`src/verilog/srtc_map.vh`:
```
// Register offsets, field positions, reset values and timing constants.
`ifndef SRTC_MAP_VH
`define SRTC_MAP_VH

`define SRTC_A_SEC 4'h0
`define SRTC_A_MIN 4'h1
`define SRTC_A_HOUR 4'h2
`define SRTC_A_WDAY 4'h3
`define SRTC_A_DAY 4'h4
`define SRTC_A_MON 4'h5
`define SRTC_A_YEAR 4'h6
`define SRTC_A_ADJ 4'h7
`define SRTC_A_WA_MIN 4'h8
`define SRTC_A_WA_HOUR 4'h9
`define SRTC_A_WA_DAYS 4'ha
`define SRTC_A_DA_MIN 4'hb
`define SRTC_A_DA_HOUR 4'hc
`define SRTC_A_CTRL1 4'he
`define SRTC_A_CTRL2 4'hf

`define SRTC_C1_WA_EN 7
`define SRTC_C1_DA_EN 6
`define SRTC_C1_H24 5
`define SRTC_C1_CLK_OFF 4
`define SRTC_C1_PER_HALT 3
`define SRTC_C2_VD_SEL 6
`define SRTC_C2_VD_FLAG 5
`define SRTC_C2_PON 4
`define SRTC_C2_XST 3
`define SRTC_C2_PER_FLAG 2
`define SRTC_C2_WA_FLAG 1
`define SRTC_C2_DA_FLAG 0

`define SRTC_CTRL1_RST 8'h20
`define SRTC_DAY_RST 8'h01
`define SRTC_MON_RST 5'h01

`define SRTC_DIV_LAST 16'h7fff
`define SRTC_DIV_HALF 16'h3fff
`define SRTC_CLK_MHZ 20
`define SRTC_OSC_HALT_US 100
`define SRTC_DEV_ADDR 7'h32

`endif

```
`src/verilog/srtc_top.v`:
```
// Real-time clock and calendar with alarms, serial and parallel access.
`timescale 1ns/100ps
`include "srtc_map.vh"

module srtc_top
#(
  parameter [6:0] DEV_ADDR = `SRTC_DEV_ADDR
)
(
  input wire ref_clk_i,
  input wire rst_i,
  input wire [3:0] addr_i,
  input wire [7:0] wdata_i,
  input wire wr_i,
  input wire rd_i,
  output wire [7:0] rdata_o,
  input wire ser_clk_i,
  input wire ser_data_i,
  output wire ser_data_o,
  output wire ser_data_oe_o,
  input wire crystal_in_i,
  output wire crystal_out_o,
  input wire sub_clock_gate_in_i,
  output wire sub_clock_out_o,
  input wire supply_below_high_i,
  input wire supply_below_low_i,
  output wire irq_out_daily_periodic_o,
  output wire irq_out_daily_periodic_oe_o,
  output wire irq_out_weekly_o,
  output wire irq_out_weekly_oe_o
);

  localparam integer HALT_CYC_I = `SRTC_OSC_HALT_US * `SRTC_CLK_MHZ;
  localparam [11:0] HALT_CYC = HALT_CYC_I[11:0];
  localparam [2:0] S_IDLE = 3'd0;
  localparam [2:0] S_DEV = 3'd1;
  localparam [2:0] S_PTR = 3'd2;
  localparam [2:0] S_WR = 3'd3;
  localparam [2:0] S_RD = 3'd4;
  localparam [2:0] S_SKIP = 3'd5;

  function [7:0] bcd_inc;
    input [7:0] v;
    begin
      if (v[3:0] == 4'h9)
        bcd_inc = {v[7:4] + 4'h1, 4'h0};
      else
        bcd_inc = {v[7:4], v[3:0] + 4'h1};
    end
  endfunction

  // Last day of the month; years are 2000 to 2099, so every fourth is leap.
  function [7:0] last_day;
    input [4:0] m;
    input [7:0] y;
    reg leap;
    begin
      leap = y[4] ? (y[3:0] == 4'h2 || y[3:0] == 4'h6)
                  : (y[3:0] == 4'h0 || y[3:0] == 4'h4 || y[3:0] == 4'h8);
      if (m == 5'h02)
        last_day = leap ? 8'h29 : 8'h28;
      else if (m == 5'h04 || m == 5'h06 || m == 5'h09 || m == 5'h11)
        last_day = 8'h30;
      else
        last_day = 8'h31;
    end
  endfunction

  reg [7:0] sec_reg, min_reg, hour_reg, day_reg, year_reg;
  reg [2:0] wday_reg;
  reg [4:0] mon_reg;
  reg [6:0] adj_reg;
  reg [7:0] wa_min_reg, wa_hour_reg, da_min_reg, da_hour_reg;
  reg [6:0] wa_days_reg;
  reg [7:0] ctrl1_reg;
  reg vd_sel_reg, vd_flag_reg, pon_reg, xst_reg;
  reg per_flag_reg, wa_flag_reg, da_flag_reg;
  reg [7:0] rdata_reg;
  reg osc_s1, osc_s2, osc_s3;
  reg gate_s1, gate_s2, vh_s1, vh_s2, vl_s1, vl_s2;
  reg scl_s1, scl_s2, scl_s3, sda_s1, sda_s2, sda_s3;
  reg [15:0] div_reg;
  reg [11:0] halt_cnt_reg;
  reg min_evt_reg;
  reg crystal_out_reg, sub_clk_reg, irq_a_reg, irq_b_reg;
  reg [2:0] st_reg;
  reg [3:0] bit_reg;
  reg [7:0] shift_reg;
  reg [3:0] ptr_reg;
  reg sda_oe_reg;
  reg i2c_wr;

  wire osc_rise = osc_s2 & ~osc_s3;
  wire scl_rise = scl_s2 & ~scl_s3;
  wire scl_fall = ~scl_s2 & scl_s3;
  wire start_c = scl_s2 & scl_s3 & ~sda_s2 & sda_s3;
  wire stop_c = scl_s2 & scl_s3 & sda_s2 & ~sda_s3;
  wire [7:0] byte_in = {shift_reg[6:0], sda_s2};

  // Parallel port writes win over a serial write in the same cycle.
  wire wr_en = wr_i | i2c_wr;
  wire [3:0] wa = wr_i ? addr_i : ptr_reg;
  wire [7:0] wd = wr_i ? wdata_i : shift_reg;

  function [7:0] reg_read;
    input [3:0] a;
    begin
      if (a == `SRTC_A_SEC) reg_read = sec_reg;
      else if (a == `SRTC_A_MIN) reg_read = min_reg;
      else if (a == `SRTC_A_HOUR) reg_read = hour_reg;
      else if (a == `SRTC_A_WDAY) reg_read = {5'h00, wday_reg};
      else if (a == `SRTC_A_DAY) reg_read = day_reg;
      else if (a == `SRTC_A_MON) reg_read = {3'h0, mon_reg};
      else if (a == `SRTC_A_YEAR) reg_read = year_reg;
      else if (a == `SRTC_A_ADJ) reg_read = {1'b0, adj_reg};
      else if (a == `SRTC_A_WA_MIN) reg_read = wa_min_reg;
      else if (a == `SRTC_A_WA_HOUR) reg_read = wa_hour_reg;
      else if (a == `SRTC_A_WA_DAYS) reg_read = {1'b0, wa_days_reg};
      else if (a == `SRTC_A_DA_MIN) reg_read = da_min_reg;
      else if (a == `SRTC_A_DA_HOUR) reg_read = da_hour_reg;
      else if (a == `SRTC_A_CTRL1) reg_read = ctrl1_reg;
      else if (a == `SRTC_A_CTRL2)
        reg_read = {1'b0, vd_sel_reg, vd_flag_reg, pon_reg, xst_reg,
                    per_flag_reg, wa_flag_reg, da_flag_reg};
      else reg_read = 8'h00;
    end
  endfunction

  // Synchronisers for the serial, gate and supply pin inputs and the crystal clock; the parallel port is not synchronised.
  always @(posedge ref_clk_i or posedge rst_i)
  begin
    if (rst_i)
    begin
      {osc_s1, osc_s2, osc_s3} <= 3'h0;
      {gate_s1, gate_s2, vh_s1, vh_s2, vl_s1, vl_s2} <= 6'h00;
      {scl_s1, scl_s2, scl_s3, sda_s1, sda_s2, sda_s3} <= 6'h3f;
    end
    else
    begin
      osc_s1 <= crystal_in_i;
      osc_s2 <= osc_s1;
      osc_s3 <= osc_s2;
      gate_s1 <= sub_clock_gate_in_i;
      gate_s2 <= gate_s1;
      vh_s1 <= supply_below_high_i;
      vh_s2 <= vh_s1;
      vl_s1 <= supply_below_low_i;
      vl_s2 <= vl_s1;
      scl_s1 <= ser_clk_i;
      scl_s2 <= scl_s1;
      scl_s3 <= scl_s2;
      sda_s1 <= ser_data_i;
      sda_s2 <= sda_s1;
      sda_s3 <= sda_s2;
    end
  end

  // Rate trim: once every ten seconds the second is shortened or stretched.
  // adjusted divider end
  wire adj_now = (sec_reg[3:0] == 4'h0) && (adj_reg[5:0] != 6'h00);
  wire [15:0] adj_mag = {10'h000, adj_reg[5:0]};
  wire [15:0] div_term = !adj_now ? `SRTC_DIV_LAST :
    (adj_reg[6] ? `SRTC_DIV_LAST + adj_mag : `SRTC_DIV_LAST - adj_mag);
  wire sec_tick = osc_rise && (div_reg == div_term);
  wire half_tick = osc_rise && (div_reg == `SRTC_DIV_HALF);

  always @(posedge ref_clk_i or posedge rst_i)
  begin
    if (rst_i)
      div_reg <= 16'h0000;
    else if (wr_en && wa == `SRTC_A_SEC)
      div_reg <= 16'h0000;
    else if (sec_tick)
      div_reg <= 16'h0000;
    else if (osc_rise)
      div_reg <= div_reg + 16'h0001;
  end

  wire h24 = ctrl1_reg[`SRTC_C1_H24];
  wire sec_wrap = sec_reg == 8'h59;
  wire min_wrap = min_reg == 8'h59;
  wire hour_wrap = h24 ? (hour_reg == 8'h23)
                       : (hour_reg[5] && hour_reg[4:0] == 5'h11);
  wire day_wrap = day_reg == last_day(mon_reg, year_reg);
  wire mon_wrap = mon_reg == 5'h12;
  wire c_min = sec_tick & sec_wrap;
  wire c_hour = c_min & min_wrap;
  wire c_day = c_hour & hour_wrap;
  wire c_mon = c_day & day_wrap;
  wire c_year = c_mon & mon_wrap;

  wire [7:0] hour_lo_inc = bcd_inc({3'h0, hour_reg[4:0]});
  wire [7:0] mon_inc = bcd_inc({3'h0, mon_reg});

  reg [7:0] hour_next;
  always @*
  begin
    if (h24)
      hour_next = hour_wrap ? 8'h00 : bcd_inc(hour_reg);
    else if (hour_reg[4:0] == 5'h12)
      hour_next = {2'b00, hour_reg[5], 5'h01};
    else if (hour_reg[4:0] == 5'h11)
      hour_next = {2'b00, ~hour_reg[5], 5'h12};
    else
      hour_next = {2'b00, hour_reg[5], hour_lo_inc[4:0]};
  end

  always @(posedge ref_clk_i or posedge rst_i)
  begin
    if (rst_i)
    begin
      sec_reg <= 8'h00;
      min_reg <= 8'h00;
      hour_reg <= 8'h00;
      wday_reg <= 3'h0;
      day_reg <= `SRTC_DAY_RST;
      mon_reg <= `SRTC_MON_RST;
      year_reg <= 8'h00;
    end
    else
    begin
      if (wr_en && wa == `SRTC_A_SEC)
        sec_reg <= {1'b0, wd[6:0]};
      else if (sec_tick)
        sec_reg <= sec_wrap ? 8'h00 : bcd_inc(sec_reg);
      if (wr_en && wa == `SRTC_A_MIN)
        min_reg <= {1'b0, wd[6:0]};
      else if (c_min)
        min_reg <= min_wrap ? 8'h00 : bcd_inc(min_reg);
      if (wr_en && wa == `SRTC_A_HOUR)
        hour_reg <= {2'b00, wd[5:0]};
      else if (c_hour)
        hour_reg <= hour_next;
      if (wr_en && wa == `SRTC_A_WDAY)
        wday_reg <= wd[2:0];
      else if (c_day)
        wday_reg <= (wday_reg == 3'h6) ? 3'h0 : wday_reg + 3'h1;
      if (wr_en && wa == `SRTC_A_DAY)
        day_reg <= {2'b00, wd[5:0]};
      else if (c_day)
        day_reg <= day_wrap ? 8'h01 : bcd_inc(day_reg);
      if (wr_en && wa == `SRTC_A_MON)
        mon_reg <= wd[4:0];
      else if (c_mon)
        mon_reg <= mon_wrap ? 5'h01 : mon_inc[4:0];
      if (wr_en && wa == `SRTC_A_YEAR)
        year_reg <= wd;
      else if (c_year)
        year_reg <= (year_reg == 8'h99) ? 8'h00 : bcd_inc(year_reg);
    end
  end

  // Configuration registers.
  always @(posedge ref_clk_i or posedge rst_i)
  begin
    if (rst_i)
    begin
      adj_reg <= 7'h00;
      wa_min_reg <= 8'h00;
      wa_hour_reg <= 8'h00;
      wa_days_reg <= 7'h00;
      da_min_reg <= 8'h00;
      da_hour_reg <= 8'h00;
      ctrl1_reg <= `SRTC_CTRL1_RST;
      vd_sel_reg <= 1'b0;
    end
    else if (wr_en)
    begin
      if (wa == `SRTC_A_ADJ) adj_reg <= wd[6:0];
      else if (wa == `SRTC_A_WA_MIN) wa_min_reg <= wd;
      else if (wa == `SRTC_A_WA_HOUR) wa_hour_reg <= wd;
      else if (wa == `SRTC_A_WA_DAYS) wa_days_reg <= wd[6:0];
      else if (wa == `SRTC_A_DA_MIN) da_min_reg <= wd;
      else if (wa == `SRTC_A_DA_HOUR) da_hour_reg <= wd;
      else if (wa == `SRTC_A_CTRL1) ctrl1_reg <= wd;
      else if (wa == `SRTC_A_CTRL2) vd_sel_reg <= wd[`SRTC_C2_VD_SEL];
    end
  end

  reg per_evt;
  always @*
  begin
    case (ctrl1_reg[2:0])
      3'd1: per_evt = half_tick | sec_tick;
      3'd2: per_evt = sec_tick;
      3'd3: per_evt = c_min;
      3'd4: per_evt = c_hour;
      3'd5: per_evt = c_day;
      3'd6: per_evt = c_mon;
      default: per_evt = 1'b0;
    endcase
  end

  // alarm compare at each new minute
  wire wa_match = min_evt_reg && wa_days_reg[wday_reg] &&
    wa_min_reg == min_reg && wa_hour_reg == hour_reg;
  wire da_match = min_evt_reg &&
    da_min_reg == min_reg && da_hour_reg == hour_reg;
  wire vd_evt = vd_sel_reg ? vh_s2 : vl_s2;
  // no crystal edge for too long
  wire xst_evt = halt_cnt_reg == HALT_CYC;
  wire c2_wr = wr_en && wa == `SRTC_A_CTRL2;

  function flag_next;
    input f;
    input clr_bit;
    input evt;
    begin
      flag_next = evt | (f & ~(c2_wr & ~clr_bit));
    end
  endfunction

  // Sticky status flags; an event in the clearing cycle wins.
  always @(posedge ref_clk_i or posedge rst_i)
  begin
    if (rst_i)
    begin
      pon_reg <= 1'b1;
      xst_reg <= 1'b0;
      vd_flag_reg <= 1'b0;
      per_flag_reg <= 1'b0;
      wa_flag_reg <= 1'b0;
      da_flag_reg <= 1'b0;
      halt_cnt_reg <= 12'h000;
      min_evt_reg <= 1'b0;
    end
    else
    begin
      pon_reg <= flag_next(pon_reg, wd[`SRTC_C2_PON], 1'b0);
      xst_reg <= flag_next(xst_reg, wd[`SRTC_C2_XST], xst_evt);
      vd_flag_reg <= flag_next(vd_flag_reg, wd[`SRTC_C2_VD_FLAG], vd_evt);
      per_flag_reg <= flag_next(per_flag_reg, wd[`SRTC_C2_PER_FLAG], per_evt);
      wa_flag_reg <= flag_next(wa_flag_reg, wd[`SRTC_C2_WA_FLAG], wa_match);
      da_flag_reg <= flag_next(da_flag_reg, wd[`SRTC_C2_DA_FLAG], da_match);
      if (osc_rise || xst_evt)
        halt_cnt_reg <= 12'h000;
      else
        halt_cnt_reg <= halt_cnt_reg + 12'h001;
      min_evt_reg <= c_min;
    end
  end

  // Pin drivers.
  always @(posedge ref_clk_i or posedge rst_i)
  begin
    if (rst_i)
    begin
      crystal_out_reg <= 1'b0;
      sub_clk_reg <= 1'b0;
      irq_a_reg <= 1'b0;
      irq_b_reg <= 1'b0;
      rdata_reg <= 8'h00;
    end
    else
    begin
      crystal_out_reg <= ~osc_s2;
      sub_clk_reg <= osc_s2 & gate_s2 & ~ctrl1_reg[`SRTC_C1_CLK_OFF];
      irq_a_reg <= (da_flag_reg & ctrl1_reg[`SRTC_C1_DA_EN]) |
        (per_flag_reg & ~ctrl1_reg[`SRTC_C1_PER_HALT]);
      irq_b_reg <= wa_flag_reg & ctrl1_reg[`SRTC_C1_WA_EN];
      if (rd_i)
        rdata_reg <= reg_read(addr_i);
    end
  end

  // Two-wire serial slave; pointer auto-increments after each byte read, not after a written byte.
  always @(posedge ref_clk_i or posedge rst_i)
  begin
    if (rst_i)
    begin
      st_reg <= S_IDLE;
      bit_reg <= 4'h0;
      shift_reg <= 8'h00;
      ptr_reg <= 4'h0;
      sda_oe_reg <= 1'b0;
      i2c_wr <= 1'b0;
    end
    else
    begin
      i2c_wr <= 1'b0;
      if (start_c)
      begin
        st_reg <= S_DEV;
        bit_reg <= 4'h0;
        sda_oe_reg <= 1'b0;
      end
      else if (stop_c)
      begin
        st_reg <= S_IDLE;
        sda_oe_reg <= 1'b0;
      end
      else if (st_reg != S_IDLE && st_reg != S_SKIP)
      begin
        // A high line on the ninth read clock is a master nack.
        if (scl_rise && st_reg == S_RD && bit_reg == 4'h8 && sda_s2)
          st_reg <= S_SKIP;
        else if (scl_rise && bit_reg != 4'h9)
        begin
          if (st_reg != S_RD)
            shift_reg <= byte_in;
          bit_reg <= bit_reg + 4'h1;
        end
        else if (scl_fall && bit_reg == 4'h8)
        begin
          case (st_reg)
            S_DEV:
            begin
              sda_oe_reg <= shift_reg[7:1] == DEV_ADDR;
              if (shift_reg[7:1] != DEV_ADDR)
                st_reg <= S_SKIP;
              else
                st_reg <= shift_reg[0] ? S_RD : S_PTR;
            end
            S_PTR:
            begin
              ptr_reg <= shift_reg[3:0];
              sda_oe_reg <= 1'b1;
              st_reg <= S_WR;
            end
            S_WR:
            begin
              i2c_wr <= 1'b1;
              sda_oe_reg <= 1'b1;
            end
            default:
            begin
              sda_oe_reg <= 1'b0;
              ptr_reg <= ptr_reg + 4'h1;
            end
          endcase
        end
        else if (scl_fall && bit_reg == 4'h9)
        begin
          bit_reg <= 4'h0;
          if (st_reg == S_RD)
          begin
            shift_reg <= reg_read(ptr_reg);
            sda_oe_reg <= ~(|(reg_read(ptr_reg) & 8'h80));
          end
          else
            sda_oe_reg <= 1'b0;
        end
        else if (scl_fall && st_reg == S_RD)
          sda_oe_reg <= ~shift_reg[3'h7 - bit_reg[2:0]];
      end
    end
  end

  assign rdata_o = rdata_reg;
  assign ser_data_o = 1'b0;
  assign ser_data_oe_o = sda_oe_reg;
  assign sub_clock_out_o = sub_clk_reg;
  assign crystal_out_o = crystal_out_reg;
  assign irq_out_daily_periodic_o = 1'b0;
  assign irq_out_daily_periodic_oe_o = irq_a_reg;
  assign irq_out_weekly_o = 1'b0;
  assign irq_out_weekly_oe_o = irq_b_reg;

endmodule

```
`config.mk`:
```
export PLATFORM = sky130hd
export DESIGN_NAME = srtc_top
export DESIGN_NICKNAME = d
export VERILOG_FILES = /design/src/verilog/srtc_top.v
export VERILOG_INCLUDE_DIRS = /design/src /design/src/verilog
export SDC_FILE = /design/constraint.sdc
export NUM_CORES = 1
export LEC_CHECK = 0
export BUFFER_PORTS_ARGS = -buffer_cell sky130_fd_sc_hd__buf_2
export CAP_MARGIN = 10
export CORE_UTILIZATION = 55
export DETAILED_ROUTE_END_ITERATION = 10
export PLACE_DENSITY = 0.74
export RECOVER_POWER = 50
export SLEW_MARGIN = 40
export SYNTH_ARGS = -nofsm -noshare
export SYNTH_HDL_FRONTEND = slang
export SYNTH_SLANG_ARGS = --single-unit
```
`constraint.sdc`:
```
create_clock -name ref_clk_i -period 5.8 [get_ports ref_clk_i]
set_clock_uncertainty 0.1 [all_clocks]
set_input_delay 0.87 -clock ref_clk_i [delete_from_list [all_inputs] [get_ports ref_clk_i]]
set_output_delay 0.87 -clock ref_clk_i [all_outputs]
set_load 0.02 [all_outputs]
```
======== Word-level counts from Yosys, hierarchy flattened ========
Cells that the tools add are included.
operators by class
  $add $sub $neg .......................... 21
  magnitude comparators ................... 2
  equality and inequality tests ........... 100
  muxes and demuxes ....................... 124
  bitwise gates (word level) .............. 73
  reduce and logical (&&, ||, !) cells .... 85
operators with widths
  kind                                                                      count
  8-bit 2-to-1 mux                                                          60
  4-bit equality test (second input constant)                               30
  16-bit 2-to-1 mux                                                         5
  4-bit by 3-bit equality test with 1-bit output (second input constant)    14
  4-bit by 1-bit adder with 4-bit output (second input constant)            13
  8-bit equality test                                                       5
  1-bit inverter                                                            35
  3-bit 2-to-1 mux                                                          11
  4-bit 2-to-1 mux                                                          8
  1-bit AND                                                                 30
  5-bit 2-to-1 mux                                                          6
  3-bit nonzero test                                                        10
  4-bit by 2-bit equality test with 1-bit output (second input constant)    7
  1-bit logical AND                                                         25
  1-bit 2-to-1 mux                                                          23
  5-bit equality test (second input constant)                               4
  4-bit zero test                                                           5
  2-bit nonzero test                                                        10
  15-bit by 6-bit adder with 16-bit output (first input constant)           1
  16-bit by 1-bit adder with 16-bit output (second input constant)          1
  16-bit by 14-bit equality test with 1-bit output (second input constant)  1
  16-bit equality test                                                      1
  8-bit by 7-bit equality test with 1-bit output (second input constant)    2
  4-bit AND reduction                                                       4
  45 further kinds                                                          94
word-level totals
  register bits after elaboration ......... 186
  input port bits ......................... 22
  output and inout port bits .............. 16
  word-level logic and storage cells ...... 463

======== Longest topological paths before layout ========
Gate-level depths: netlist (run 1).
  depth in word-level cells ............... 33
  mapped depth ............................ 14

======== Worst setup path before layout (run 1) ========
OpenSTA, ideal clock, no wires.
  kind .................................... register to register
  from .................................... reg adj_reg[0]
  to ...................................... reg min_reg[4]
  library setup time ...................... 0.082 ns
  arrival ................................. 3.577 ns
  required time ........................... 5.618 ns
  setup slack ............................. 2.041 ns
  cell stages (with the launch flop) ...... 14
  path buffers ............................ 2
  clock period less this slack ............ 3.759 ns
  path through ............................ dfrtp_1 > clkbuf_1 > or4_1 > nor2_1 > ha_1 > mux2i_1 > xor2_1 > or4_1 > o211a_1 > or2_4 > or3b_1 > buf_2 > or4_1 > a31oi_1
between the ends
  longest elaborated chain between the ends .. 8
  elaborated cells between the ends (all ways) .. 11
  those cells by class .................... add/sub (2); eq/ne (1); mux (2); bitwise (1); reduce/logical (5)
RTL lines
  what                                                                             RTL line                        source
  from (decl)                                                                      srtc_top.v:72                   reg [6:0] adj_reg;
  from (signal assigned)                                                           srtc_top.v:269                  if (wa == `SRTC_A_ADJ) adj_reg <= wd[6:0];
  15-bit by 6-bit subtractor with 16-bit output (no line) (tied with other cells)  -
  16-bit 2-to-1 mux or 1-bit logical AND (tied branches)                           srtc_top.v:163, srtc_top.v:160
  16-bit 2-to-1 mux *                                                              srtc_top.v:162                  wire [15:0] div_term = !adj_now ? `SRTC_DIV_LAST :
  16-bit equality test *                                                           srtc_top.v:164                  wire sec_tick = osc_rise && (div_reg == div_term);
  1-bit logical AND *                                                              srtc_top.v:164
  1-bit AND *                                                                      srtc_top.v:186                  wire c_min = sec_tick & sec_wrap;
  2-bit nonzero test (no line) *                                                   -
  2-bit AND reduction (no line) *                                                  -
  to (signal assigned)                                                             srtc_top.v:227                  min_reg <= {1'b0, wd[6:0]};
  to (signal assigned)                                                             srtc_top.v:229                  min_reg <= min_wrap ? 8'h00 : bcd_inc(min_reg);
  to (decl)                                                                        srtc_top.v:69                   reg [7:0] sec_reg, min_reg, hour_reg, day_reg, year_reg;
Mark *: on every way between the ends. The rest lies on a longest branch, timed or not.
A chain may end at the register's enable or synchronous reset.

======== Worst setup path after layout (run 1) ========
  from .................................... reg adj_reg[0]
  to ...................................... reg min_reg[5]
The elaborated chain is that of the path after synthesis.

==> impl_metrics.tcl, run 1 <==
set metrics [dict create \
    cts_resized 0 \
    total_power_uw 4642 \
    rsz0062_at_grt "no" \
    ys_ff_latch 186 \
    cts_max_level 4 \
    largest_reg_flops 16 \
    violations "max-capacitance violations, max-slew violations" \
    area_growth_pct 7.870 \
    vias 12390 \
    avgViaCountPerCell 6.832 \
    slew_viol_final 48 \
    place_congestion 1.015 \
    slowest_delay_ps 650 \
    finalSetupTns_ps 0 \
    hold_violations 0 \
    fin_crit_sh_pct 72.68 \
    ios 38 \
    first_pass_iters 7 \
    setup_violations 0 \
    post_cts_buffers 0 \
    drtIter0Drc 1826 \
    fin_nets 1566 \
    crit_type "reg -> reg" \
    layout_common_cells "nand2_1, dfrtp_1, nor2_1" \
    ys_types 81 \
    syn_inst 1549 \
    start_util_pct 56.21 \
    worstPathRequired_ps 6060 \
    cts_root_buffer "clkbuf_16" \
    wl_per_cell_um 26.40 \
    period_needed_ps 4215 \
    seq_area_frac_synth_pct 36.56 \
    antenna_found_initial 1 \
    coreArea_um2 22710 \
    maxCapViolations 1 \
    worst_path_most_repeated_cell "or4_1" \
    pwr_density_cell_nw_per_um2 337.1 \
    critical_path.slowest_cell "or3b_1" \
    cts.path.max_buffers 2 \
    irDropWorstVdd_mv 0.1881 \
    num_rows 55 \
    netlist_area_um2 12770 \
    cts.sinks 186 \
    track_usage_pct 41.12 \
    cp-end-kind "flop" \
    clk_pin_slew_ps 80 \
    crit_path_max_fanout 17 \
    crit_path_cell_trace "or4_1, nor2_1, ha_1, mux2i_1, xor2_1, or4_1, o211a_1, or2_4, or3b_1, or4_1, a31oi_1" \
    tightest_slew_ps 3111 \
    wl_um 47900 \
    port_buffers 34 \
    die_x_um 154.4 \
    grt_pass1_wl_um 72260 \
    dp_hpwl_um 34470 \
    final_common_cell "nand2_1" \
    synth.avg_cell_area_um2 8.241 \
    grt_pass1_vias 11500 \
    ant_nets 0 \
    arrival_ps 4480 \
    drive_gt1_share_pct 8.835 \
    worstHoldPathType "reg -> reg" \
    synthFlopType "dfrtp_1" \
    status "complete, but fails checks" \
    whs_ps 253.1 \
    die_area_um2 23820 \
    grt_remaining_overflow 0 \
    synth_edf_count 0 \
    fillers 1999 \
    dieHeight_um 154.4 \
    slew_headroom_pct -107.4 \
    leakagePower_uw 0.005734 \
    grt_max_degree 77 \
    async_reset_ff_share_pct 100.0 \
    cp-start-kind "flop" \
    clock.fmax_mhz 237.2 \
    fin_util_pct 60.64 \
    cts-buffers-inserted 17 \
    drcViolationCount 0 \
    cts_tree "done" \
    clk_latency_ps 450 \
    cts_hold_buf 0 \
    synth_warnings 0 \
]
path summary, 6_finish.rpt:
| path | start | end | slack [ps] | depth (start not counted) |
|---|---|---|---|---|
| max in group asynchronous | rst_i | sec_reg[6] | 2310 | 3 |
| max reg2reg | adj_reg[0] | min_reg[5] | 1580 | 11 |
| max | adj_reg[0] | min_reg[5] | 1580 | 11 |
| min | gate_s1 | gate_s2 | 250 | 0 |
| min in group asynchronous | rst_i | wa_hour_reg[1] | 1500 | 3 |
| min reg2reg | gate_s1 | gate_s2 | 250 | 0 |
layout make-up:
class                   instances  area, um2  share of cell area (%)
diodes                          1      2.502                 0.01817
clock buffers                  17      425.4                   3.089
clock inverters                15      215.2                   1.563
inverters                      43      165.2                   1.199
multi-input cells            1212       7575                   55.01
flip-flops and latches        186       4667                   33.89
well taps                     285      356.6                   2.589
repair buffers                 55      364.1                   2.644
routing by layer:
metal	GRT usage [%]	vias to the layer above	part of all wire, %
met5	0	-	0.092
met4	24.80	2	6.2
met3	8.742	158	11
met2	59.70	798	42
met1	56.46	5917	40
li1	-	5519	-
critical path: cells and delay by family (launching register included):
kind	cells	cell delay, ps
AO/OA/AOI/OAI	2	330
XOR/XNOR	1	100
adder cells (fa/ha/maj)	1	240
flip-flops	1	480
multiplexers	1	270
AND/OR/NAND/NOR	6	2610
synth_stat cells (5+ instances only):
| master | count | share of area, % |
|---|---|---|
| buf_1 | 8 | 0.24 |
| dfstp_2 | 10 | 2.1 |
| buf_2 | 7 | 0.27 |
| nor4b_1 | 9 | 0.62 |
| o21ai_0 | 136 | 5.3 |
| nand4_1 | 13 | 0.64 |
| a22o_1 | 9 | 0.62 |
| nor4_1 | 10 | 0.49 |
| or3_1 | 7 | 0.34 |
| nor3_1 | 30 | 1.2 |
| o22ai_1 | 19 | 0.93 |
| o211ai_1 | 16 | 0.94 |
| mux2_2 | 11 | 0.97 |
| a21oi_1 | 107 | 4.2 |
| a211oi_1 | 14 | 0.82 |
| o311ai_0 | 5 | 0.34 |
| o31ai_1 | 11 | 0.65 |
| and3_1 | 23 | 1.1 |
| mux2i_1 | 50 | 3.9 |
| xor2_1 | 16 | 1.1 |
| nor2_1 | 155 | 4.6 |
| a21o_1 | 13 | 0.76 |
| nand2b_1 | 19 | 0.93 |
| nor3b_1 | 9 | 0.53 |
| and3b_1 | 5 | 0.34 |
| dfrtp_1 | 176 | 34 |
| a22oi_1 | 12 | 0.71 |
| or4_1 | 16 | 0.94 |
| and2_1 | 17 | 0.83 |
| nor2b_1 | 28 | 1.4 |
| a221oi_1 | 14 | 0.96 |
| a221o_1 | 7 | 0.55 |
| a31oi_1 | 26 | 1.3 |
| mux4_2 | 7 | 1.2 |
| ha_1 | 29 | 2.8 |
| xnor2_1 | 51 | 3.5 |
| inv_1 | 43 | 1.3 |
| nand3_1 | 48 | 1.9 |
| nand4b_1 | 6 | 0.41 |
| nand2_1 | 183 | 5.4 |
| nand3b_1 | 8 | 0.47 |
| clkbuf_1 | 91 | 2.7 |
where the power goes:
group	leakage [uW]	internal, uW	switching, uW
registers	0.00228	1540	584
clock network	0.000306	635	649
logic	0.00315	535	695
per-stage QoR:
step	worst slack, ps	cells	cell area (um2)
3_3_place_gp	1718	1777	13030
5_1_grt	1421	1813	13770
2_1_floorplan	2041	1551	12780
4_1_cts	1616	1811	13770
6_report	1585	1814	13770
3_5_place_dp	1652	1779	13130
cell families (layout without fill, tap and decap cells):
kind of cell / count (synthesis) / after routing / share of synthesized area (%)
compound gates: 438 / 438 / 21.48
fa+ha+maj: 29 / 29 / 2.842
other cells: 1 / 4 / 0.02937
flops: 186 / 186 / 36.56
mux: 68 / 68 / 6.126
simple gates: 606 / 606 / 23.47
xor+xnor: 68 / 68 / 4.773
buf+inv: 153 / 130 / 4.714
(Power assumes the default switching activity.)
==> run 2: changes to the inputs <==
Clock period 5.8 ns to 3.4 ns, I/O delays scaled along.
==> run 2 against run 1 <==
Net effect:
- the run ends with max-capacitance violations, max-slew violations, negative setup slack left
- clock power up 64%
- clock-buffer cell count unchanged
- sequential cell count stayed put
- via count rose by 5.3%
- wire length up 1.2%
- die area did not move
- critical path type unchanged
==> impl_metrics.tcl, run 2 (synthesis results as in run 1) <==
set metrics [dict create \
    drive_gt1_share_pct 18.44 \
    p_switching_uw 3370 \
    avgViaCountPerCell 6.725 \
    port_buffers 34 \
    coreArea_um2 22710 \
    drtIter0Drc 1495 \
    fillers 1899 \
    antenna_found_initial 2 \
    grt_pass1_vias 12270 \
    maxCapViolations 1 \
    hold_violations 0 \
    wl_um 48470 \
    layout_common_cells "nand2_1, dfrtp_1, nor2_1" \
    arrival_ps 3930 \
    stdcell_count 1941 \
    cp-start-kind "flop" \
    cts_max_level 4 \
    period_needed_ps 3645 \
    clk_pin_slew_ps 90 \
    die_x_um 154.4 \
    cts_root_buffer "clkbuf_16" \
    tightest_slew_ps 1999 \
    largest_reg_flops 16 \
    grt_pass1_wl_um 72880 \
    dieHeight_um 154.4 \
    start_util_pct 56.21 \
    clock.fmax_mhz 274.4 \
    area_growth_pct 17.66 \
    fin_util_pct 66.14 \
    combPwrFrac_pct 33.0 \
    clk_latency_ps 450 \
    violations "max-capacitance violations, max-slew violations, negative setup slack" \
    place_congestion 1.036 \
    rsz0062_at_grt "yes" \
    internal_power_uw 4773 \
    final_common_cell "nand2_1" \
    worstHoldPathType "in -> reg" \
    cp-end-kind "flop" \
    die_area_um2 23820 \
    drcViolationCount 0 \
    crit_path_max_fanout 7 \
    crit_type "reg -> reg" \
    fin_nets 1692 \
    cts.path.max_buffers 2 \
    cts_tree "done" \
    fin_ws_ps -244.7 \
    wl_per_cell_um 24.97 \
    pwr-share-clk_pct 25.8 \
    status "complete, but fails checks" \
    first_pass_iters 5 \
    fin_crit_sh_pct 107.2 \
    slew_headroom_pct -33.25 \
    grt_max_degree 45 \
    irDropWorstVdd_mv 0.3393 \
    cts-buffers-inserted 17 \
    slew_viol_final 37 \
    dp_cells 1885 \
    pwr_density_cell_nw_per_um2 542.1 \
    vias 13050 \
    leakagePower_uw 0.006504 \
    num_rows 55 \
    track_usage_pct 41.06 \
    seqPwrFrac_pct 41.1 \
    worstPathRequired_ps 3690 \
    grt_remaining_overflow 0 \
    setup_violations 55 \
    cts.sinks 186 \
    ios 38 \
    sw_frac_of_total_pct 41.39 \
    dp_hpwl_um 35030 \
    ant_nets 0 \
]
==> run 2: power groups by stage <==
stage	registers, uW	logic (uW)	clock network (uW)
floorplan	3070	1680	0
global route	3380	2880	2200
CTS	3290	2550	2110
finish	3350	2690	2100
detailed placement	3330	2500	0
global placement	3310	2440	0
==> run 2: area by class of cell <==
cell class	count	area [um2]	area share, %
Clock inverter	15	193.9	1.291
Antenna cell	2	5.005	0.03332
Multi-Input combinational cell	1212	7858	52.31
Tap cell	285	356.6	2.374
Sequential cell	186	4667	31.07
Timing Repair Buffer	181	1353	9.005
Clock buffer	17	425.4	2.832
Inverter	43	162.7	1.083
==> run 2: worst paths after layout <==
| path | start | endpoint | slack (ps) | depth (start not counted) |
|---|---|---|---|---|
| max reg2reg | adj_reg[0] | sec_reg[7] | -240 | 14 |
| max | adj_reg[0] | sec_reg[7] | -240 | 14 |
| min | ser_data_i | sda_s1 | 50 | 1 |
| min in group asynchronous | rst_i | day_reg[5] | 510 | 3 |
| min reg2reg | vl_s1 | vl_s2 | 260 | 0 |
| max in group asynchronous | rst_i | shift_reg[5] | 480 | 4 |
==> run 2: metal layers <==
metal	up-vias	GRT usage (%)	wire, um
met5	-	0	0
met2	773	62.23	21310
li1	5781	-	-
met3	165	10.54	5205
met4	0	21.78	2758
met1	6334	54.13	19200
==> run 2: worst max-delay path: stages, from the launching register on <==
cell	delay [ps]
dfrtp_1	390
or4_4	540
nor2_4	120
ha_4	210
mux2i_4	160
xor2_1	80
or4_1	420
o211a_1	160
buf_4	150
buf_6	110
and4b_1	270
buf_6	170
nand2_4	80
or4_4	480
a21oi_2	140
==> run 2: stage by stage <==
stage	cell area, um2	power (uW)	hold WS (ps)	setup slack (ps)	setup TNS, ps
after detailed placement	13890	5826	236.3	-367.0	-5222
after floorplan	12820	4746	231.2	-299.9	-1382
after global routing	15020	8465	23.82	-315.6	-10650
after CTS	14720	7958	38.64	-230.3	-3741
after global placement	13890	5751	238.6	-286.9	-2754
final	15020	8143	45.70	-244.7	-6081
==> run 2: timing repair <==
item / in CTS / in global routing
setup endpoints to repair: 44 / 66
gates resized for setup: 31 / 60
hold endpoints to repair: 0 / 8
pin swaps: 24 / 31
hold buffers: 0 / 1
buffers inserted: 10 / 11
gates cloned: 1 / 1
